`config.mk`:
```
export PLATFORM = sky130hd
export DESIGN_NAME = dmba_addr_gen
export DESIGN_NICKNAME = d
export VERILOG_FILES = /design/src/dmba_pkg.sv /design/src/dmba_addr_gen.sv /design/src/dmba_stack_ptr.sv
export VERILOG_INCLUDE_DIRS = /design/src /design/src/src
export SDC_FILE = /design/constraint.sdc
export NUM_CORES = 1
export LEC_CHECK = 0
export BUFFER_PORTS_ARGS = -buffer_cell sky130_fd_sc_hd__buf_2
export CAP_MARGIN = 30
export CORE_UTILIZATION = 40
export CTS_BUF_LIST = sky130_fd_sc_hd__clkbuf_8
export DETAILED_ROUTE_END_ITERATION = 7
export PLACE_DENSITY = 0.7
export SYNTH_ARGS = -nofsm -noshare
export SYNTH_HDL_FRONTEND = slang
export SYNTH_SLANG_ARGS = --single-unit
export TNS_END_PERCENT = 30
```
`constraint.sdc`:
```
create_clock -name clk_in -period 3.65 [get_ports clk_in]
set_input_delay 0.73 -clock clk_in [delete_from_list [all_inputs] [get_ports clk_in]]
set_output_delay 0.73 -clock clk_in [all_outputs]
set_load 0.005 [all_outputs]
```
`src/dmba_defs.svh`:
```
// dmba_defs.svh: address map, reset values and fixed bank numbers
// Assumes inclusion by bare name from the two design files
`ifndef DMBA_DEFS_SVH
`define DMBA_DEFS_SVH

// =====================================================================
// Program memory map
`define DMBA_PC_RST      12'h000
`define DMBA_ZP_BASE     12'h010
`define DMBA_IV_BASE     12'h020
`define DMBA_IV_LAST     12'h03d
`define DMBA_IV_MAX      4'he
`define DMBA_TEST_BASE   12'hfe0

// =====================================================================
// Data memory map
`define DMBA_SFR_TOP     8'h7f
`define DMBA_SP_OFS      8'h7e
`define DMBA_SP_RST      8'hff
`define DMBA_SP_CNT_RST  6'h3f
`define DMBA_SP_FIXED    1'h1
`define DMBA_BANK_COMMON 3'h0
`define DMBA_BANK_STACK  3'h7
`define DMBA_BSR_RST     3'h0
`define DMBA_FLAG_RST    1'h0
`define DMBA_CARRY_RST   1'h0

`endif

```
`src/dmba_pkg.sv`:
```
// dmba_pkg: types shared by the address generator and stack pointer
// Assumes constants come from dmba_defs.svh
package dmba_pkg;

  // ===================================================================
  // Modes and operations
  typedef enum logic [1:0] {
    DMBA_MODE_PTR1, DMBA_MODE_PTR2, DMBA_MODE_DIRECT, DMBA_MODE_STACK
  } dmba_mode_t;

  typedef enum logic [2:0] {
    DMBA_PC_HOLD, DMBA_PC_NEXT, DMBA_PC_JUMP, DMBA_PC_ZPCALL,
    DMBA_PC_VECTOR
  } dmba_pc_op_t;

  typedef enum logic [1:0] {
    IRQ_IDLE, IRQ_ACC, IRQ_PTR, IRQ_CARRY
  } dmba_irq_state_t;

  // ===================================================================
  // Carriers
  typedef struct packed {
    logic [3:0] hi;
    logic [3:0] lo;
  } dmba_nib_pair_t;

  typedef struct packed {
    logic       bcf;
    logic [2:0] bank_select_secondary;
    logic       bef;
    logic [2:0] bank_select_primary;
  } dmba_bank_state_t;

  typedef struct packed {
    dmba_mode_t mode;
    logic [7:0] operand;
    logic       wr;
    logic       byte_wide;
    logic [7:0] wdata;
  } dmba_mem_req_t;

  typedef struct packed {
    logic        en;
    logic        we;
    logic        byte_wide;
    logic [10:0] addr;
    logic [7:0]  wdata;
  } dmba_mem_cmd_t;

endpackage : dmba_pkg

```
`src/dmba_addr_gen.sv`:
```
// dmba_addr_gen: program counter, data bank selection, stack saves
// Assumes the core drives one request per cycle and a memory that
// answers a read in the same cycle the command is shown
//
// Contract
// - Program counter holds twelve bits
// - Program space is 4096 bytes, separate
// - Fetch begins at address zero after reset
// - Zero-page calls land in 10H to 1FH
// - Interrupt vectors sit at 020H to 03DH
// - Data is nibbles, 256 per bank
// - Address is bank bits plus nibble offset
// - Special registers sit at or below 07FH, bank 0
// - Pointer one uses primary; pointer two and direct follow enable
// - Common flag sends low direct to bank 0
// - Stack accesses always hit bank seven
// - Odd select means bank 7, even 0
// - Bank state saved and restored as one
// - Stack counter decrements on push, increments pop
// - Reset loads stack pointer with 0FFH
// - Stack pointer reachable only by byte access
// - Stack pointer end bits fixed at one
// - Stack transfers are always whole bytes
// - Interrupt entry pushes accumulator, pointer, carry
// - Carry takes add carry and subtract borrow
// - Stack pointer lives at 7EH-7FH, bank 0
// - Reset clears bank selects and both flags
`timescale 1ns/1ps
`include "dmba_defs.svh"

module dmba_addr_gen
(
  // Clock and reset
  input  wire logic                      clk_in,
  input  wire logic                      rst_in,
  // Program counter control
  input  wire dmba_pkg::dmba_pc_op_t     pc_op_in,
  input  wire logic [11:0]               pc_target_in,
  input  wire logic [2:0]                zp_index_in,
  input  wire logic [3:0]                irq_vec_in,
  output logic      [11:0]               pc_out,
  // Register views from the core
  input  wire dmba_pkg::dmba_nib_pair_t  acc_pair_in,
  input  wire dmba_pkg::dmba_nib_pair_t  ptr1_in,
  input  wire dmba_pkg::dmba_nib_pair_t  ptr2_in,
  // Arithmetic result flags
  input  wire logic                      add_in,
  input  wire logic                      sub_in,
  input  wire logic                      alu_carry_in,
  output logic                           carry_out,
  // Core data access
  input  wire logic                      req_valid_in,
  input  wire dmba_pkg::dmba_mem_req_t   req_in,
  // Bank state control
  input  wire logic                      bank_wr_in,
  input  wire dmba_pkg::dmba_bank_state_t bank_wdata_in,
  input  wire logic                      save_bank_in,
  input  wire logic                      restore_bank_in,
  output dmba_pkg::dmba_bank_state_t     bank_out,
  // Interrupt entry
  input  wire logic                      irq_entry_in,
  output logic                           busy_out,
  // Memory side
  output dmba_pkg::dmba_mem_cmd_t        mem_out,
  input  wire logic [7:0]                mem_rdata_in,
  // Stack pointer read back
  output logic      [7:0]                rd_data_out,
  output logic                           rd_valid_out,
  output logic      [7:0]                sp_out
);
  import dmba_pkg::*;

  // =====================================================================
  // State
  dmba_irq_state_t  irq_st_r;
  dmba_irq_state_t  irq_st_nxt;
  logic [11:0]      pc_r;
  logic [11:0]      pc_nxt;
  logic             carry_r;
  logic             carry_nxt;
  dmba_bank_state_t bank_r;
  dmba_bank_state_t bank_nxt;
  logic             restore_pend_r;
  dmba_mem_cmd_t    mem_r;
  dmba_mem_cmd_t    mem_nxt;
  logic [7:0]       rd_data_r;
  logic             rd_valid_r;
  logic [7:0]       sp_val;

  // Even select picks bank 0, odd picks bank 7
  function automatic logic [2:0] map_bank(input logic [2:0] bsr);
    map_bank = bsr[0] ? `DMBA_BANK_STACK : `DMBA_BANK_COMMON;
  endfunction : map_bank

  // =====================================================================
  // Program counter
  logic [11:0] zp_addr;
  logic [3:0]  vec_idx;
  logic [11:0] vec_addr;

  // Two bytes per entry point, eight entries in 10H..1FH
  assign zp_addr  = `DMBA_ZP_BASE + {8'h00, zp_index_in, 1'b0};
  // Clamp keeps an out-of-range index inside the vector area
  assign vec_idx  = (irq_vec_in > `DMBA_IV_MAX) ? `DMBA_IV_MAX
                                                 : irq_vec_in;
  assign vec_addr = `DMBA_IV_BASE + {7'h00, vec_idx, 1'b0};

  // Twelve-bit add wraps inside the 4K program space
  assign pc_nxt =
    (pc_op_in == DMBA_PC_NEXT)   ? pc_r + 12'h001 :
    (pc_op_in == DMBA_PC_JUMP)   ? pc_target_in :
    (pc_op_in == DMBA_PC_ZPCALL) ? zp_addr :
    (pc_op_in == DMBA_PC_VECTOR) ? vec_addr :
                                   pc_r;

  // Program counter register
  always_ff @(posedge clk_in or posedge rst_in)
  begin
    if (rst_in)
      pc_r <= `DMBA_PC_RST;
    else
      pc_r <= pc_nxt;
  end

  assign pc_out = pc_r;

  // =====================================================================
  // Carry flag
  assign carry_nxt = (add_in || sub_in) ? alu_carry_in : carry_r;

  always_ff @(posedge clk_in or posedge rst_in)
  begin
    if (rst_in)
      carry_r <= `DMBA_CARRY_RST;
    else
      carry_r <= carry_nxt;
  end

  assign carry_out = carry_r;

  // =====================================================================
  // Interrupt entry save sequence
  logic       irq_busy;
  logic [7:0] irq_byte;

  assign irq_busy = (irq_st_r != IRQ_IDLE);

  // One push per state; carry travels in bit 0 of its own byte
  always_comb
  begin
    irq_st_nxt = irq_st_r;
    irq_byte   = 8'h00;
    unique case (irq_st_r)
      IRQ_IDLE:
      begin
        if (irq_entry_in)
          irq_st_nxt = IRQ_ACC;
      end
      IRQ_ACC:
      begin
        irq_byte   = acc_pair_in;
        irq_st_nxt = IRQ_PTR;
      end
      IRQ_PTR:
      begin
        irq_byte   = ptr1_in;
        irq_st_nxt = IRQ_CARRY;
      end
      IRQ_CARRY:
      begin
        irq_byte   = {7'h00, carry_r};
        irq_st_nxt = IRQ_IDLE;
      end
    endcase
  end

  always_ff @(posedge clk_in or posedge rst_in)
  begin
    if (rst_in)
      irq_st_r <= IRQ_IDLE;
    else
      irq_st_r <= irq_st_nxt;
  end

  assign busy_out = irq_busy;

  // =====================================================================
  // Request selection: save sequence, then bank push/pop, then core
  logic       bank_sel;
  logic       core_sel;
  logic       eff_valid;
  dmba_mode_t eff_mode;
  logic       eff_wr;
  logic       eff_byte;
  logic [7:0] eff_wdata;

  assign bank_sel  = !irq_busy && (save_bank_in || restore_bank_in);
  assign core_sel  = req_valid_in && !irq_busy && !save_bank_in
                     && !restore_bank_in;
  assign eff_valid = irq_busy || bank_sel || core_sel;
  assign eff_mode  = (irq_busy || bank_sel) ? DMBA_MODE_STACK
                                            : req_in.mode;
  assign eff_wr    = irq_busy ? 1'b1 :
                     bank_sel ? save_bank_in : req_in.wr;
  // Stack traffic is always a nibble pair
  assign eff_byte  = (eff_mode == DMBA_MODE_STACK) || req_in.byte_wide;
  // Bank state is pushed as one byte
  assign eff_wdata = irq_busy ? irq_byte :
                     bank_sel ? bank_r : req_in.wdata;

  // =====================================================================
  // Bank and offset decode
  logic [2:0] bank_pri;
  logic [2:0] bank_sec;
  logic [2:0] bank_alt;
  logic       direct_common;
  logic [2:0] eff_bank;
  logic [7:0] sp_pop_addr;
  logic [7:0] eff_low;

  assign bank_pri = map_bank(bank_r.bank_select_primary);
  assign bank_sec = map_bank(bank_r.bank_select_secondary);
  assign bank_alt = bank_r.bef ? bank_sec : bank_pri;
  assign direct_common = bank_r.bcf && !req_in.operand[7];

  assign eff_bank =
    (eff_mode == DMBA_MODE_STACK) ? `DMBA_BANK_STACK :
    (eff_mode == DMBA_MODE_PTR1)  ? bank_pri :
    (eff_mode == DMBA_MODE_PTR2)  ? bank_alt :
    direct_common                 ? `DMBA_BANK_COMMON :
                                    bank_alt;

  // Pop reads the pair above the current pointer
  assign sp_pop_addr = {1'b1, sp_val[6:1] + 6'h01, 1'b1};

  // First register of a pair is the high nibble
  assign eff_low =
    (eff_mode == DMBA_MODE_PTR1)  ? {ptr1_in.hi, ptr1_in.lo} :
    (eff_mode == DMBA_MODE_PTR2)  ? {ptr2_in.hi, ptr2_in.lo} :
    (eff_mode == DMBA_MODE_DIRECT) ? req_in.operand :
    eff_wr                        ? sp_val : sp_pop_addr;

  // =====================================================================
  // Stack pointer location in the special register area
  logic sp_hit;
  logic sp_byte_wr;
  logic sp_byte_rd;
  logic sp_push;
  logic sp_pop;

  // Any direct-mode access to 7EH/7FH of bank 0 is captured here, never passed on;
  // it is the top pair of the special register area
  assign sp_hit = core_sel && (req_in.mode == DMBA_MODE_DIRECT)
                  && (eff_bank == `DMBA_BANK_COMMON)
                  && ({req_in.operand[7:1], 1'b0} == `DMBA_SP_OFS);
  // Nibble accesses see nothing: no write, and no read answer
  assign sp_byte_wr = sp_hit && req_in.byte_wide && req_in.wr;
  assign sp_byte_rd = sp_hit && req_in.byte_wide && !req_in.wr;
  assign sp_push = eff_valid && (eff_mode == DMBA_MODE_STACK) && eff_wr;
  assign sp_pop  = eff_valid && (eff_mode == DMBA_MODE_STACK) && !eff_wr;

  dmba_stack_ptr u_sp
  (
    .clk_in   (clk_in),
    .rst_in   (rst_in),
    .push_in  (sp_push),
    .pop_in   (sp_pop),
    .wr_in    (sp_byte_wr),
    .wdata_in (req_in.wdata),
    .sp_out   (sp_val)
  );

  assign sp_out = sp_val;

  // =====================================================================
  // Memory command, registered so the memory sees clean levels
  assign mem_nxt = '{
    en:        eff_valid && !sp_hit,
    we:        eff_wr,
    byte_wide: eff_byte,
    addr:      {eff_bank, eff_low},
    wdata:     eff_wdata
  };

  always_ff @(posedge clk_in or posedge rst_in)
  begin
    if (rst_in)
      mem_r <= '0;
    else
      mem_r <= mem_nxt;
  end

  assign mem_out = mem_r;

  // Stack pointer read answer; end bits always read as one
  always_ff @(posedge clk_in or posedge rst_in)
  begin
    if (rst_in)
    begin
      rd_data_r  <= 8'h00;
      rd_valid_r <= 1'b0;
    end
    else
    begin
      rd_data_r  <= sp_byte_rd ? sp_val : 8'h00;
      rd_valid_r <= sp_byte_rd;
    end
  end

  assign rd_data_out  = rd_data_r;
  assign rd_valid_out = rd_valid_r;

  // =====================================================================
  // Bank state: restore lands when the popped byte comes back
  assign bank_nxt = restore_pend_r ? dmba_bank_state_t'(mem_rdata_in) :
                    bank_wr_in     ? bank_wdata_in : bank_r;

  always_ff @(posedge clk_in or posedge rst_in)
  begin
    if (rst_in)
    begin
      bank_r         <= '{bcf: `DMBA_FLAG_RST, bank_select_secondary: `DMBA_BSR_RST,
                          bef: `DMBA_FLAG_RST, bank_select_primary: `DMBA_BSR_RST};
      restore_pend_r <= 1'b0;
    end
    else
    begin
      bank_r         <= bank_nxt;
      restore_pend_r <= bank_sel && restore_bank_in;
    end
  end

  assign bank_out = bank_r;
endmodule : dmba_addr_gen

```
`src/dmba_stack_ptr.sv`:
```
// dmba_stack_ptr: stack pointer with fixed end bits and 6-bit counter
// Assumes push, pop and write are never raised together
`timescale 1ns/1ps
`include "dmba_defs.svh"

module dmba_stack_ptr
(
  // Clock and reset
  input  wire logic       clk_in,
  input  wire logic       rst_in,
  // Stack motion
  input  wire logic       push_in,
  input  wire logic       pop_in,
  // Byte write
  input  wire logic       wr_in,
  input  wire logic [7:0] wdata_in,
  // Value
  output logic      [7:0] sp_out
);
  import dmba_pkg::*;

  logic [5:0] cnt_r;
  logic [5:0] cnt_nxt;

  // =====================================================================
  // Counter: write keeps only the middle bits
  assign cnt_nxt = wr_in   ? wdata_in[6:1] :
                   push_in ? cnt_r - 6'h1 :
                   pop_in  ? cnt_r + 6'h1 :
                             cnt_r;

  // End bits are wired, so no write can disturb them
  assign sp_out = {`DMBA_SP_FIXED, cnt_r, `DMBA_SP_FIXED};

  // Counter register
  always_ff @(posedge clk_in or posedge rst_in)
  begin
    if (rst_in)
      cnt_r <= `DMBA_SP_CNT_RST;
    else
      cnt_r <= cnt_nxt;
  end
endmodule : dmba_stack_ptr

```
==> run metrics, run 1 <==
global placer's final weighted congestion=0.924; drt total wl=9990 um; clock sinks=57; PD cells=596 mW/mm^2; clk root buf=clkbuf_8; reg2reg end=rd_data_out[5]; leakage power=2.10 nW; slew margin rel.=39.1%; ant diodes=0; worst r2r path cells=7; Seq/Total Area, Yosys=42.1%; #FFs+latches synth=57; Synth async-reset ratio=100%; Mapped Area=0.00341 mm^2; startpoint class of the critical path=register; Max Fclk=383 MHz; initial core utilization=41.5%; most frequent cells in the layout=buf_2 (150), dfrtp_1 (51), nand2_1 (32), mux2i_1 (28), nor2_1 (27); antenna viol nets, final=0; CTS Hold Bufs=0; antenna violations before repair=0; status=finished clean; # port buffers=150; row count=33; drc violations=0; crit path to=rd_data_out[5]; global-route wire length before repair=15800 um; worst path bufs/invs=1; largest net degree at the start of global routing=32; Via-to-Cell Ratio=5.36; die extent in x=94.3 um; Slew Limit Fails=0; DR pass1 iterations=5; Critical R2R Launch=irq_st_r[0]; Avg Inst Size Synth=9.26 um^2; Critical Path Sink Type=register; total gr overflow=0; Max Cap Viol=0; commonest non-fill, non-tap cell in the layout=buf_2; Worst Max-Slew Pin Slew=0.910 ns; Critical Path Max Stage Delay=0.56 ns; Top Ports=153; initial DRC count=139; synth warn=0; min cycle time layout=2.61 ns; number of global-route vias before repair=3093; postcts setup bufs=0; Most used DFF post-synth=dfrtp_1; Arrival @ worst endpoint=2.87 ns; Final TNS setup=0 ns; fillcell total=750; die area=0.00889 mm^2; Die Ht=94.3 um; Worst path depth=7; clock slew at reported path FFs=0.06 ns; routed length per instance=16.2 um; Place WS=0.932 ns; worst setup margin=1.04 ns; Reg2Reg Setup Slack=1.04 ns; sequence of cells on the critical path=inv_1, ha_1, or3b_4, a311oi_2, nand3_1, or3b_1, nor2_2; RSZ-0062 raised after global routing=false; EDFF count, synth=0; CTS resizes=0; largest delay contributor family on the critical path=simple AND/OR/NAND/NOR gates; worst min-delay path class=in -> async; Post-DP HPWL=7730 um; core area=0.00822 mm^2; Syn Inst Count=368; share of cells above drive strength 1=38.2%; hold violation total from the final report=0; count of cell types in the netlist=51; clk_lat worst skew=0.34 ns; routed via count=3315; clk buf depth=2; CTS tree=built; H-tree level count=3; total global-route track usage=23.6%; final setup fails=0; crit path kind=reg -> reg; Worst EP required=3.91 ns; area delta synth->final=29.2%; total CTS buffers=9; clock skew=0.0100 ns; Worst path slowest cell=or3b_1; period utilization=71.5%; Max Fanout on Critical Path=11; Final nets=608; Max VDD drop=0.291 mV; CP startpoint=irq_st_r[0]
[cells in the mapped netlist (3+ instances only)]
library cell | instances | area share, %
buf_1 | 4 | 0.44
ha_1 | 8 | 2.9
mux2_2 | 8 | 2.6
nand2b_1 | 7 | 1.3
nand2_1 | 32 | 3.5
and3_1 | 5 | 0.92
nor3b_1 | 3 | 0.66
dfrtp_1 | 51 | 37
o21ai_0 | 26 | 3.8
or2_2 | 3 | 0.55
a21oi_1 | 24 | 3.5
or3_1 | 3 | 0.55
inv_1 | 15 | 1.7
mux2i_1 | 28 | 8.2
nor3_1 | 6 | 0.88
nand3_1 | 11 | 1.6
clkbuf_1 | 12 | 1.3
o2bb2ai_1 | 3 | 0.77
a22oi_1 | 8 | 1.8
nand4_1 | 6 | 1.1
xnor2_1 | 10 | 2.6
nor2_1 | 27 | 3.0
o22ai_1 | 16 | 2.9
buf_4 | 6 | 1.3
nor2b_1 | 4 | 0.73
dfstp_2 | 6 | 4.6
nor2_2 | 6 | 1.1
[through the flow]
step	std cells	hold slack, ns	power (W)	cell area, um^2	utilization (%)
floorplan	369	0.511	0.00161	3410	-
global placement	601	0.531	0.00199	4170	50.8
global route	618	0.452	0.00280	4400	53.6
CTS	618	0.433	0.00263	4400	53.6
detailed placement	602	0.540	0.00201	4190	51.0
finish	618	0.427	0.00262	4400	53.6
[worst min-delay path by stage]
stage	from	endpoint	slack (ns)
floorplan	u_sp.cnt_r[5]	u_sp.cnt_r[5]	0.51
global placement	u_sp.cnt_r[5]	u_sp.cnt_r[5]	0.53
detailed placement	u_sp.cnt_r[5]	u_sp.cnt_r[5]	0.54
CTS	rst_in	mem_out[20]	0.43
global route	rst_in	irq_st_r[1]	0.45
finish	rst_in	mem_out[2]	0.43
[worst reg2reg max path, stage by stage (launching register included)]
cell	delay [ns]
dfrtp_1	0.40
inv_1	0.13
ha_1	0.23
or3b_4	0.49
a311oi_2	0.42
nand3_1	0.16
or3b_1	0.56
nor2_2	0.15
[area by class of cell]
class | instances | area (um^2) | area share (%)
multi-input cells | 273 | 1790 | 40.7
inverters | 15 | 56.3 | 1.28
well taps | 105 | 131 | 2.99
clock inverters | 4 | 42.5 | 0.967
flip-flops and latches | 57 | 1430 | 32.6
repair buffers | 152 | 778 | 17.7
clock buffers | 12 | 165 | 3.75
[power by group]
part | leakage [nW] | switching [W] | internal (W)
Combinational | 1.30 | 0.000527 | 0.000470
Clock | 0.115 | 0.000248 | 0.000365
Sequential | 0.681 | 0.000171 | 0.000841
Total | 2.10 | 0.000945 | 0.00168
[state kept, by name, summed over array words and instances, names as in the netlist]
register / count
u_sp.cnt_r: 6
carry_out: 1
mem_out: 20
irq_st_r: 2
bank_out: 8
pc_out: 12
rd_data_out: 7
restore_pend_r: 1
[layer usage]
layer	GRT usage, %	share of wire, %
met1	32.6	44
met2	35.6	45
met3	5.83	8.8
met4	8.46	1.9
met5	0	0
[cells by family (layout without fill, tap and decap cells)]
logic type | after synthesis | count (layout) | synth area share [%]
compound gates | 95 | 95 | 17.6
xor+xnor | 10 | 10 | 2.57
fa+ha+maj | 8 | 8 | 2.94
buf+inv | 39 | 183 | 5.40
flops | 57 | 57 | 42.1
mux | 36 | 36 | 10.9
other cells | 1 | 2 | 0.110
simple gates | 122 | 122 | 18.4
Note: power is estimated with default switching activity, not from simulation.
==> run 2, diff against run 1 <==
==> constraint.sdc (replaced) <==
create_clock -name clk_in -period 2.6 [get_ports clk_in]
set_input_delay 0.52 -clock clk_in [delete_from_list [all_inputs] [get_ports clk_in]]
set_output_delay 0.52 -clock clk_in [all_outputs]
set_load 0.005 [all_outputs]
==> run 2 against run 1 <==
- cell count grew 0.49%
- design area increased by 0.80%
- flip-flop and latch count stayed put
- sequential share of layout area fell by 0.26 points
- critical endpoint is now rd_data_out[1]
==> run metrics, run 2 (synthesized netlist as in run 1, its figures left out) <==
status=finished clean; slew margin rel.=57.3% (+18 points); leakage power=2.11 nW (+0.86%); worst min-delay path class=in -> async; PD cells=845 mW/mm^2 (+42%); Max Fanout on Critical Path=11 (unchanged); routed length per instance=16.2 um (+0.30%); clock skew=0.00954 ns (-0.000467 ns); clk buf depth=2 (unchanged); share of cells above drive strength 1=38.8% (+0.55 points); Max Cap Viol=0 (unchanged); row count=33 (unchanged); Hold WS=0.260 ns (-0.167 ns); total CTS buffers=9 (unchanged); Placed Cells=605 (+0.50%); CTS tree=built; Post-DP HPWL=7890 um (+2.1%); worst r2r path cells=7 (unchanged); die area=0.00889 mm^2 (unchanged); H-tree level count=3 (unchanged); min cycle time layout=2.42 ns (-0.193 ns); Worst path depth=7 (unchanged); Slew Limit Fails=0 (unchanged); area delta synth->final=30.2%; Worst EP required=2.87 ns (-1.04 ns); Max VDD drop=0.412 mV (+42%); DR pass1 iterations=5 (unchanged); largest delay contributor family on the critical path=simple AND/OR/NAND/NOR gates; Via-to-Cell Ratio=5.34 (-0.45%); RSZ-0062 raised after global routing=false; Worst Max-Slew Pin Slew=0.640 ns (-0.270 ns); Final TNS setup=0 ns (unchanged); CTS Hold Bufs=0 (unchanged); clk_lat worst skew=0.34 ns (about the same); final setup fails=0 (unchanged); total gr overflow=0 (unchanged); drc violations=0 (unchanged); Arrival @ worst endpoint=2.68 ns (-0.19 ns); antenna viol nets, final=0 (unchanged); global-route wire length before repair=15900 um (+0.53%); Worst path slowest cell=or3b_1; fin util=54.0% (+0.43 points); initial core utilization=41.5% (unchanged); clock sinks=57 (unchanged); crit path kind=reg -> reg; total global-route track usage=23.9% (+0.27 points); Critical Path Sink Type=register; routed via count=3316 (+0.030%); core area=0.00822 mm^2 (unchanged); drt total wl=10100 um (+0.79%); Final nets=611 (+0.49%); sequence of cells on the critical path=inv_1, ha_1, or3b_4, a311oi_2, nand3_1, or3b_1, nor2_2; postcts setup bufs=0 (unchanged); Max Fclk=414 MHz (+8.0%); worst path bufs/invs=1 (unchanged); ant diodes=0 (unchanged); largest net degree at the start of global routing=31 (-3.1%); number of global-route vias before repair=3117 (+0.78%); most frequent cells in the layout=buf_2 (150), dfrtp_1 (51), nand2_1 (32), mux2i_1 (28), nor2_1 (27); clk root buf=clkbuf_8; die extent in x=94.3 um (unchanged); final cell count without fillers=621 (+0.49%); initial DRC count=131 (-5.8%); Die Ht=94.3 um (unchanged); Critical Path Max Stage Delay=0.56 ns (about the same); clock slew at reported path FFs=0.07 ns (about the same); startpoint class of the critical path=register; period utilization=92.9% (+21 points); global placer's final weighted congestion=0.928 (+0.43%); commonest non-fill, non-tap cell in the layout=buf_2; CTS resizes=0 (unchanged); Top Ports=153 (unchanged); Largest register FFs=20 (unchanged); # port buffers=150 (unchanged); antenna violations before repair=0 (unchanged); fillcell total=758 (+1.1%); hold violation total from the final report=0 (unchanged)
## run 2: cell count changes in the layout (fill, tap and decap cells not counted)
| cell | change |
|---|---|
| buf_4 | +3 |
| clkbuf_8 | -2 |
| bufinv_16 | +1 |
| clkinv_2 | +1 |
| clkinv_4 | +1 |
| inv_1 | -1 |
## run 2: worst reg2reg max path: stages (launching register included)
cell	delay, ns
dfrtp_1	0.41
inv_1	0.14
ha_1	0.18
or3b_4	0.46
a311oi_2	0.33
nand3_1	0.14
or3b_1	0.56
nor2_2	0.14
## run 2: where the power goes
group	switching (W)	internal, W	leakage [nW]
registers	0.000234	0.00118	0.681
clock network	0.000351	0.000560	0.117
logic	0.000752	0.000670	1.31
total	0.00134	0.00241	2.11
## run 2: worst paths after layout
check,start,end,slack [ns]
max,irq_st_r[0],rd_data_out[1],0.18
min,rst_in,carry_out,0.26
max reg2reg,irq_st_r[0],rd_data_out[1],0.18
min reg2reg,u_sp.cnt_r[5],u_sp.cnt_r[5],0.55
max in group asynchronous,rst_in,mem_out[17],1.75
min in group clk_in,mem_rdata_in[6],bank_out[6],0.38
## run 2: cell type report
type / count / area, um^2 / area share (%)
tap: 105 / 131 / 2.96
multi-input combinational: 273 / 1790 / 40.4
timing repair buffer: 155 / 801 / 18.1
sequential: 57 / 1430 / 32.3
inverter: 15 / 56.3 / 1.27
clock inverter: 6 / 82.6 / 1.86
clock buffer: 10 / 138 / 3.10
## run 2: through the flow
stage	total power (W)	area, um^2	worst slack (ns)
after CTS	0.00377	4440	0.195
after detailed placement	0.00285	4220	0.208
after floorplan	0.00226	3410	0.328
final	0.00375	4440	0.184
after global placement	0.00282	4220	0.298
after global routing	0.00402	4440	0.0989
## run 2: per-layer routing
| layer | GRT usage, % | routed length, um |
|---|---|---|
| met3 | 5.34 | 736 |
| met4 | 9.74 | 183 |
| met5 | 0 | 0 |
| met2 | 37.5 | 4780 |
| met1 | 31.5 | 4370 |
